`config.mk`:
```
export PLATFORM = sky130hd
export DESIGN_NAME = ppd_element
export DESIGN_NICKNAME = d
export VERILOG_FILES = /design/src/include/ppd_pkg.sv /design/src/verilog/ppd_element.sv
export SDC_FILE = /design/constraint.sdc
export NUM_CORES = 2
export LEC_CHECK = 0
export BUFFER_PORTS_ARGS = -buffer_cell sky130_fd_sc_hd__buf_4
export CORE_MARGIN = 2
export CORE_UTILIZATION = 45
export CTS_CLUSTER_DIAMETER = 80
export CTS_CLUSTER_SIZE = 16
export DETAILED_ROUTE_END_ITERATION = 12
export HOLD_SLACK_MARGIN = 0.1
export SYNTH_ARGS = -nofsm -noshare
export SYNTH_HDL_FRONTEND = slang
export SYNTH_SLANG_ARGS = --single-unit
```
`constraint.sdc`:
```
create_clock -name ref_clk -period 16.05 [get_ports ref_clk]
set_clock_uncertainty 0.2 [all_clocks]
set_input_delay 0.8025 -clock ref_clk [delete_from_list [all_inputs] [get_ports ref_clk]]
set_output_delay 0.8025 -clock ref_clk [all_outputs]
set_load 0.02 [all_outputs]
```
`src/include/ppd_pkg.sv`:
```
// Constants, register map and types for the pick-up and delay element
package ppd_pkg;
  localparam int          ADDR_W        = 8;
  localparam int          DATA_W        = 32;
  localparam int          MAG_W         = 24;
  localparam int          LVL_W         = 16;
  localparam int          NOM_W         = 8;
  localparam int          DLY_W         = 19;
  localparam int          CNT_W         = 24;
  localparam int          ACC_W         = 32;
  localparam int          FLT_W         = 4;
  // Timing and hysteresis percentages
  localparam int          CLK_PERIOD_NS = 50;
  localparam int          CYCLE_NS      = 1000000;
  localparam int          CYCLE_CLKS    = CYCLE_NS / CLK_PERIOD_NS;
  localparam int          STEP_NS       = 5000000;
  localparam int          STEP_TICKS    = STEP_NS / CYCLE_NS;
  localparam int          BLK_LEAD_NS   = 5000000;
  localparam int          RELEASE_PCT   = 97;
  localparam int          FULL_PCT      = 100;
  localparam int          UNDER_REL_PCT = 103;
  // Register offsets
  localparam logic [7:0]  OFF_CTRL      = 8'h00;
  localparam logic [7:0]  OFF_PICKUP    = 8'h04;
  localparam logic [7:0]  OFF_NOMINAL   = 8'h08;
  localparam logic [7:0]  OFF_DELAY     = 8'h0C;
  localparam logic [7:0]  OFF_CURVE_IEC = 8'h10;
  localparam logic [7:0]  OFF_CURVE_IEE = 8'h14;
  localparam logic [7:0]  OFF_STATUS    = 8'h18;
  localparam logic [7:0]  OFF_IRQ_STAT  = 8'h1C;
  localparam logic [7:0]  OFF_IRQ_MASK  = 8'h20;
  localparam logic [7:0]  OFF_EVT_TIME  = 8'h24;
  localparam logic [7:0]  OFF_EVT_MAG   = 8'h28;
  localparam logic [7:0]  OFF_EVT_FAULT = 8'h2C;
  // Field positions
  localparam int          CTRL_INV_BIT  = 0;
  localparam int          CTRL_IEEE_BIT = 1;
  localparam int          CTRL_UNDER_BIT = 2;
  localparam int          IRQ_START_BIT = 0;
  localparam int          IRQ_BLK_BIT   = 1;
  localparam int          IRQ_TRIP_BIT  = 2;
  // Reset values
  localparam logic [2:0]  RST_CTRL      = 3'h0;
  localparam logic [15:0] RST_PICKUP    = 16'h0100;
  localparam logic [7:0]  RST_NOMINAL   = 8'h0A;
  localparam logic [18:0] RST_DELAY     = 19'h00008;
  localparam logic [31:0] RST_CURVE_IEC = 32'h0000_1000;
  localparam logic [31:0] RST_CURVE_IEE = 32'h0000_2000;
  localparam logic [2:0]  RST_IRQ_MASK  = 3'h0;

  typedef enum logic [1:0] {
    PPD_IDLE    = 2'b00,
    PPD_START   = 2'b01,
    PPD_TRIP    = 2'b11,
    PPD_BLOCKED = 2'b10
  } ppd_state_t;
endpackage : ppd_pkg

```
`src/verilog/ppd_element.sv`:
```
// Protection pick-up, blocking and operate-delay element with register port
`timescale 1ns/1ps
module ppd_element #(
  parameter int CYCLE_CLKS_P = ppd_pkg::CYCLE_CLKS
) (
  input  wire logic                          ref_clk,
  input  wire logic                          rstn,
  input  wire logic [ppd_pkg::ADDR_W-1:0]    reg_addr,
  input  wire logic [ppd_pkg::DATA_W-1:0]    reg_wdata,
  input  wire logic                          reg_wr,
  input  wire logic                          reg_rd,
  output logic      [ppd_pkg::DATA_W-1:0]    reg_rdata,
  input  wire logic [ppd_pkg::MAG_W-1:0]     measured_magnitude,
  input  wire logic [ppd_pkg::FLT_W-1:0]     fault_type,
  input  wire logic                          block_in,
  output logic                               start_out,
  output logic                               blocked_out,
  output logic                               trip_out,
  output logic                               evt_valid,
  output logic      [ppd_pkg::CNT_W-1:0]     evt_time,
  output logic      [ppd_pkg::MAG_W-1:0]     evt_mag,
  output logic      [ppd_pkg::FLT_W-1:0]     evt_fault,
  output logic                               irq
);
  import ppd_pkg::*;

  function automatic logic hit(input logic [ADDR_W-1:0] a, input logic [7:0] off);
    hit = (a == off);
  endfunction : hit

  logic [CNT_W-1:0]   div_ff;
  logic               tick_ff;
  logic [2:0]         ctrl_ff;
  logic [LVL_W-1:0]   pickup_level_ff;
  logic [NOM_W-1:0]   nominal_ff;
  logic [DLY_W-1:0]   delay_ff;
  logic [ACC_W-1:0]   curve_iec_ff;
  logic [ACC_W-1:0]   curve_ieee_ff;
  logic [2:0]         irq_stat_ff;
  logic [2:0]         irq_mask_ff;
  ppd_state_t         state_ff;
  ppd_state_t         nxt_state;
  logic               pick_ff;
  logic               nxt_pick;
  logic [CNT_W-1:0]   cnt_ff;
  logic [CNT_W-1:0]   nxt_cnt;
  logic [ACC_W-1:0]   acc_ff;
  logic [ACC_W-1:0]   nxt_acc;
  logic [CNT_W-1:0]   stamp_ff;
  logic [MAG_W-1:0]   start_mag_ff;
  logic               blk_ff;
  logic               start_ff;
  logic               blocked_ff;
  logic               trip_ff;
  logic               evt_valid_ff;
  logic [CNT_W-1:0]   evt_time_ff;
  logic [MAG_W-1:0]   evt_mag_ff;
  logic [FLT_W-1:0]   evt_fault_ff;
  logic               irq_ff;
  logic [DATA_W-1:0]  rdata_ff;
  logic [31:0]        thr;
  logic [39:0]        mag_x100;
  logic [39:0]        thr_x97;
  logic [39:0]        thr_x100;
  logic [39:0]        thr_x103;
  logic [39:0]        mag_x97;
  logic [ACC_W-1:0]   excess;
  logic [ACC_W-1:0]   curve_lim;
  logic [CNT_W-1:0]   target;
  logic               inv_mode;
  logic               under_dir;
  logic               nxt_start;
  logic               nxt_blocked;
  logic               nxt_trip;
  logic [2:0]         ev;
  logic [2:0]         w1c;
  logic [2:0]         nxt_stat;
  logic [2:0]         nxt_mask;

  assign inv_mode  = ctrl_ff[CTRL_INV_BIT];
  assign under_dir = ctrl_ff[CTRL_UNDER_BIT];

  // Processing-cycle tick
  always_ff @(posedge ref_clk or negedge rstn) begin
    if (!rstn) begin
      div_ff  <= '0;
      tick_ff <= 1'b0;
    end else if (div_ff == CNT_W'(CYCLE_CLKS_P - 1)) begin
      div_ff  <= '0;
      tick_ff <= 1'b1;
    end else begin
      div_ff  <= div_ff + 1'b1;
      tick_ff <= 1'b0;
    end
  end

  // Settings registers
  always_ff @(posedge ref_clk or negedge rstn) begin
    if (!rstn) begin
      ctrl_ff         <= RST_CTRL;
      pickup_level_ff <= RST_PICKUP;
      nominal_ff      <= RST_NOMINAL;
      delay_ff        <= RST_DELAY;
      curve_iec_ff    <= RST_CURVE_IEC;
      curve_ieee_ff   <= RST_CURVE_IEE;
    end else if (reg_wr) begin
      if (hit(reg_addr, OFF_CTRL))      ctrl_ff         <= reg_wdata[2:0];
      if (hit(reg_addr, OFF_PICKUP))    pickup_level_ff <= reg_wdata[LVL_W-1:0];
      if (hit(reg_addr, OFF_NOMINAL))   nominal_ff      <= reg_wdata[NOM_W-1:0];
      if (hit(reg_addr, OFF_DELAY))     delay_ff        <= reg_wdata[DLY_W-1:0];
      if (hit(reg_addr, OFF_CURVE_IEC)) curve_iec_ff    <= reg_wdata;
      if (hit(reg_addr, OFF_CURVE_IEE)) curve_ieee_ff   <= reg_wdata;
    end
  end

  assign thr      = 32'(pickup_level_ff) * 32'(nominal_ff);
  assign mag_x100 = 40'(measured_magnitude) * 40'(FULL_PCT);
  assign mag_x97  = 40'(measured_magnitude) * 40'(RELEASE_PCT);
  assign thr_x97  = 40'(thr) * 40'(RELEASE_PCT);
  assign thr_x100 = 40'(thr) * 40'(FULL_PCT);
  assign thr_x103 = 40'(thr) * 40'(UNDER_REL_PCT);

  // Pick-up comparison with fixed release hysteresis
  always_comb begin
    nxt_pick = pick_ff;
    if (!under_dir) begin
      if (!pick_ff && (measured_magnitude > MAG_W'(thr)) && (thr[31:MAG_W] == '0))
        nxt_pick = 1'b1;
      else if (pick_ff && (mag_x100 < thr_x97))
        nxt_pick = 1'b0;
    end else begin
      if (!pick_ff && (mag_x100 < thr_x100))
        nxt_pick = 1'b1;
      else if (pick_ff && (mag_x100 > thr_x103) && (mag_x97 > '0))
        nxt_pick = 1'b0;
    end
  end

  // Excess over level feeds inverse integrator; series selects limit
  assign excess    = (measured_magnitude > MAG_W'(thr)) ? ACC_W'(measured_magnitude) - thr : '0;
  assign curve_lim = ctrl_ff[CTRL_IEEE_BIT] ? curve_ieee_ff : curve_iec_ff;
  // Delay steps converted to processing cycles
  assign target    = CNT_W'(delay_ff) * CNT_W'(STEP_TICKS);

  // Blocking taken from the tick that opens the cycle
  always_comb begin
    nxt_state   = state_ff;
    nxt_start   = 1'b0;
    nxt_blocked = 1'b0;
    nxt_trip    = 1'b0;
    nxt_cnt     = '0;
    nxt_acc     = '0;
    // Blocked pick-up stops processing; release path clears timer
    if (nxt_pick && block_in) begin
      nxt_state   = PPD_BLOCKED;
      nxt_blocked = 1'b1;
    end else if (nxt_pick) begin
      nxt_start = 1'b1;
      nxt_cnt   = start_ff ? cnt_ff + 1'b1 : '0;
      nxt_acc   = start_ff ? acc_ff + excess : excess;
      // Mode select, fixed delay, zero means instant
      if (!inv_mode)
        nxt_trip = (nxt_cnt >= target);
      else
        // Fixed delay is lower bound in inverse mode
        nxt_trip = (nxt_acc >= curve_lim) && (nxt_cnt >= target);
      if (trip_ff)
        nxt_trip = 1'b1;
      nxt_state = nxt_trip ? PPD_TRIP : PPD_START;
    end else begin
      nxt_state = PPD_IDLE;
    end
  end

  // Element state, updated once per processing cycle
  always_ff @(posedge ref_clk or negedge rstn) begin
    if (!rstn) begin
      state_ff   <= PPD_IDLE;
      pick_ff    <= 1'b0;
      blk_ff     <= 1'b0;
      start_ff   <= 1'b0;
      blocked_ff <= 1'b0;
      trip_ff    <= 1'b0;
      cnt_ff     <= '0;
      acc_ff     <= '0;
    end else if (tick_ff) begin
      state_ff   <= nxt_state;
      pick_ff    <= nxt_pick;
      blk_ff     <= block_in;
      start_ff   <= nxt_start;
      blocked_ff <= nxt_blocked;
      trip_ff    <= nxt_trip;
      cnt_ff     <= nxt_cnt;
      acc_ff     <= nxt_acc;
    end
  end

  // Time base and magnitude captured at pick-up
  always_ff @(posedge ref_clk or negedge rstn) begin
    if (!rstn) begin
      stamp_ff     <= '0;
      start_mag_ff <= '0;
    end else if (tick_ff) begin
      stamp_ff <= stamp_ff + 1'b1;
      if (nxt_pick && !pick_ff)
        start_mag_ff <= measured_magnitude;
    end
  end

  always_ff @(posedge ref_clk or negedge rstn) begin
    if (!rstn) begin
      evt_valid_ff <= 1'b0;
      evt_time_ff  <= '0;
      evt_mag_ff   <= '0;
      evt_fault_ff <= '0;
    end else begin
      evt_valid_ff <= 1'b0;
      if (tick_ff && nxt_blocked && !blocked_ff) begin
        evt_valid_ff <= 1'b1;
        evt_time_ff  <= stamp_ff;
        evt_mag_ff   <= (nxt_pick && !pick_ff) ? measured_magnitude : start_mag_ff;
        evt_fault_ff <= fault_type;
      end
    end
  end

  // Interrupt status, set wins over write-one clear
  assign ev[IRQ_START_BIT] = tick_ff && nxt_start && !start_ff;
  assign ev[IRQ_BLK_BIT]   = tick_ff && nxt_blocked && !blocked_ff;
  assign ev[IRQ_TRIP_BIT]  = tick_ff && nxt_trip && !trip_ff;
  assign w1c      = (reg_wr && hit(reg_addr, OFF_IRQ_STAT)) ? reg_wdata[2:0] : 3'h0;
  assign nxt_stat = (irq_stat_ff & ~w1c) | ev;
  assign nxt_mask = (reg_wr && hit(reg_addr, OFF_IRQ_MASK)) ? reg_wdata[2:0] : irq_mask_ff;

  always_ff @(posedge ref_clk or negedge rstn) begin
    if (!rstn) begin
      irq_stat_ff <= 3'h0;
      irq_mask_ff <= RST_IRQ_MASK;
      irq_ff      <= 1'b0;
    end else begin
      irq_stat_ff <= nxt_stat;
      irq_mask_ff <= nxt_mask;
      irq_ff      <= |(nxt_stat & nxt_mask);
    end
  end

  // Read port, data valid only in the cycle after the strobe
  always_ff @(posedge ref_clk or negedge rstn) begin
    if (!rstn) begin
      rdata_ff <= '0;
    end else begin
      rdata_ff <= '0;
      if (reg_rd) begin
        case (reg_addr)
          OFF_CTRL:      rdata_ff <= DATA_W'(ctrl_ff);
          OFF_PICKUP:    rdata_ff <= DATA_W'(pickup_level_ff);
          OFF_NOMINAL:   rdata_ff <= DATA_W'(nominal_ff);
          OFF_DELAY:     rdata_ff <= DATA_W'(delay_ff);
          OFF_CURVE_IEC: rdata_ff <= curve_iec_ff;
          OFF_CURVE_IEE: rdata_ff <= curve_ieee_ff;
          OFF_STATUS:    rdata_ff <= DATA_W'({state_ff, blk_ff, pick_ff, trip_ff, blocked_ff, start_ff});
          OFF_IRQ_STAT:  rdata_ff <= DATA_W'(irq_stat_ff);
          OFF_IRQ_MASK:  rdata_ff <= DATA_W'(irq_mask_ff);
          OFF_EVT_TIME:  rdata_ff <= DATA_W'(evt_time_ff);
          OFF_EVT_MAG:   rdata_ff <= DATA_W'(evt_mag_ff);
          OFF_EVT_FAULT: rdata_ff <= DATA_W'(evt_fault_ff);
          default:       rdata_ff <= '0;
        endcase
      end
    end
  end

  assign reg_rdata   = rdata_ff;
  assign start_out   = start_ff;
  assign blocked_out = blocked_ff;
  assign trip_out    = trip_ff;
  assign evt_valid   = evt_valid_ff;
  assign evt_time    = evt_time_ff;
  assign evt_mag     = evt_mag_ff;
  assign evt_fault   = evt_fault_ff;
  assign irq         = irq_ff;
endmodule : ppd_element

```
==> flow_summary.ini <==
[timing]
drv_slew = 0
tns_ns = 0
setup_viol = 0
hold_viol = 0
max_freq_mhz = 72.97
final.setup.worst_slack_ns = 2.345
slew_headroom_pct = 15.56
worstMarginPinSlew_ns = 1.255
fin_crit_sh_pct = 85.39
grt_setup_unrepaired = no
holdWs_ns = 0.2449
post-route-min-period_ns = 13.71

[clock_network]
cts_tree = done
cts_buffer_depth = 3
clk_latency_ns = 0.57
postCtsSetupBuffers = 0
clockRootBuffer = clkbuf_16
ctsHtreeMaxLevel = 1
hold_buffers = 1
numCtsBuffers = 26
cts_resized = 0
clock_sinks = 337
path_clk_slew_ns = 0.08

[routing]
ant_nets = 0
drt-total-wl_um = 115200
remaining_drc_errors = 0
wl_per_cell_um = 22.08
dr.pass1.iters = 5
vias_per_cell = 5.790
vias = 30210
drtIter0Drc = 2094

[power]
power.leakage_nw = 20.95
p_per_area_mw_per_mm2 = 67.08
ir_drop_uv = 79.03

[logic_synthesis]
synth_edf_count = 0
synth_area_leaders = dfrtp_1, ha_1, fa_1, inv_1, mux2_2
ys_warn_count = 0
synth_nets = 4854
async_flop_share_pct = 100.0
synthDominantCellAreaShare_pct = 22.02
synth_flop_cell = dfrtp_1
synth_seq_area_share_pct = 22.44
synth_area_mm2 = 0.03762
synth-seq-cells = 337
syn_avg_cell_area_um2 = 9.396
synth_top_cell_by_area = dfrtp_1
synth_cell_type_count = 94
synthCells = 4004

[global_routing]
grt_max_degree = 78
grt_pass1_vias = 29270
antenna_found_initial = 0
grt_pass1_wl_um = 177500
overflow = 0
grt_usage_pct = 26.61

[setup_path]
worstPathRequired_ns = 16.28
worst_path_most_repeated_cell = inv_1
path_max_fanout = 26
startpoint_type = flop
cp.arrival_ns = 13.93
critical_path.endpoint_type = flop
crit_family = compound AO/OA/AOI/OAI gates
slowest_delay_ns = 0.82
crit_path_top_delay_cell = xnor2_1
cp_num_buf_inv = 8
path_class = reg2reg

[floorplanning]
rows = 106
die_w_um = 293.1
chipHeight_um = 293.1
initial_utilization_pct = 45.24
ios = 162
die_area_mm2 = 0.08593
core_mm2 = 0.08316

[finish]
syn_to_final_growth_pct = 8.450
nFillCells = 7791
fin_area_mm2 = 0.04080
drive_gt1_share_pct = 10.34
final_nets = 4972
antenna_cells = 0
stdcell_count = 5218

[place]
gp_congestion = 0.9302
dp_cells = 5173
dp_slack_ns = 2.471
placedInstanceArea_mm2 = 0.04004
dpl.hpwl_um = 93510
io_buffers = 161

[status]
status = finished clean

[worst_hold_path]
min_path_type = in2reg

[job]
drv_cap = 0
[synthesized netlist by cell type (all sizes together), types with 37 or more instances]
| master | n |
|---|---|
| clkbuf | 75 |
| a21o | 81 |
| xor2 | 99 |
| nand2b | 37 |
| o21ai | 127 |
| dfrtp | 331 |
| xnor2 | 143 |
| a22o | 57 |
| mux2i | 61 |
| fa | 217 |
| nand4 | 44 |
| nor2 | 234 |
| mux2 | 171 |
| nor3 | 74 |
| inv | 477 |
| a22oi | 60 |
| nand3 | 85 |
| nand2 | 198 |
| ha | 560 |
| and2 | 128 |
| a21oi | 204 |
| a31oi | 43 |
[final timing paths]
path                       cells after the start                      start  slack (ns)                            end
setup / recovery                              52  nominal_ff[6]$_DFFE_PN0P_        2.34       irq_stat_ff[2]$_DFF_PN0_
hold / removal                                 2              fault_type[0]        0.24       evt_fault[0]$_DFFE_PN0P_
setup reg to reg                              52  nominal_ff[6]$_DFFE_PN0P_        2.34       irq_stat_ff[2]$_DFF_PN0_
hold reg to reg                                1        div_ff[0]$_DFF_PN0_        0.26            div_ff[0]$_DFF_PN0_
max in group asynchronous                      5                       rstn       11.98         ctrl_ff[1]$_DFFE_PN0P_
min in group asynchronous                      2                       rstn        0.61  curve_ieee_ff[25]$_DFFE_PN0P_
[cell type report]
type                    instances  area, um2  share of cell area, %
multi-input cells            3085      26970                  66.11
repair buffers                195       1486                  3.643
clock inverters                 5      56.30                 0.1380
inverters                     477       1790                  4.388
clock buffers                  39      699.4                  1.714
flip-flops and latches        337       8443                  20.69
well taps                    1080       1351                  3.312
[routing by layer]
metal	routed length (um)	track usage (%)	vias up	share of wire, %
li1	-	-	14380	-
met1	54120	39.11	14840	47
met2	52060	42.29	845	45
met3	5960	2.163	138	5.2
met4	3048	6.604	0	2.6
met5	0	0	-	0
[registers in the layout (all words and copies together) (netlist names), 24 cells and up]
signal,count
reg_rdata,32
evt_time,24
evt_mag,24
stamp_ff,24
cnt_ff,24
curve_iec_ff,32
start_mag_ff,24
curve_ieee_ff,32
acc_ff,32
div_ff,24
[logic make-up (layout without fill, tap and decap cells)]
logic type | count (synthesis) | count (layout) | synth area share, %
AND/OR/NAND/NOR | 964 | 964 | 12.96
AO/OA/AOI/OAI | 866 | 866 | 15.88
adder cells (fa/ha/maj) | 778 | 778 | 30.20
buffers and inverters | 582 | 716 | 5.950
flip-flops | 337 | 337 | 22.44
XOR/XNOR | 245 | 245 | 5.833
multiplexers | 232 | 232 | 6.741
[cells in the final DEF (no fill, tap or decap), types with 128 or more instances in the layout]
cell type and n:
ha_1 560, inv_1 475, dfrtp_1 329, nor2_1 230, fa_1 217, a21oi_1 203, nand2_1 198, buf_4 192
mux2_2 143, xnor2_1 142, and2_1 128
[worst register-to-register path, delay by kind of cell, from the launching register on]
| family | cells | cell delay [ns] |
|---|---|---|
| buf+inv | 8 | 0.81 |
| compound gates | 20 | 5.14 |
| flops | 1 | 0.74 |
| fa+ha+maj | 9 | 3.64 |
| simple gates | 13 | 2.07 |
| xor+xnor | 2 | 0.96 |
[power breakdown]
group          internal [W]  total, W  switching (W)
clock              0.000305  0.000626       0.000321
combinational      0.000484   0.00122       0.000741
sequential         0.000862  0.000886      0.0000235
total               0.00165   0.00274        0.00109
[through the flow]
stage | util (%) | power [W]
final | 49.07 | 0.002737
after global placement | 48.14 | 0.002096
after CTS | 49.07 | 0.002737
after detailed placement | 48.14 | 0.002105
after global routing | 49.07 | 0.002941
after floorplan | - | 0.001741
(Power assumes the default switching activity.)
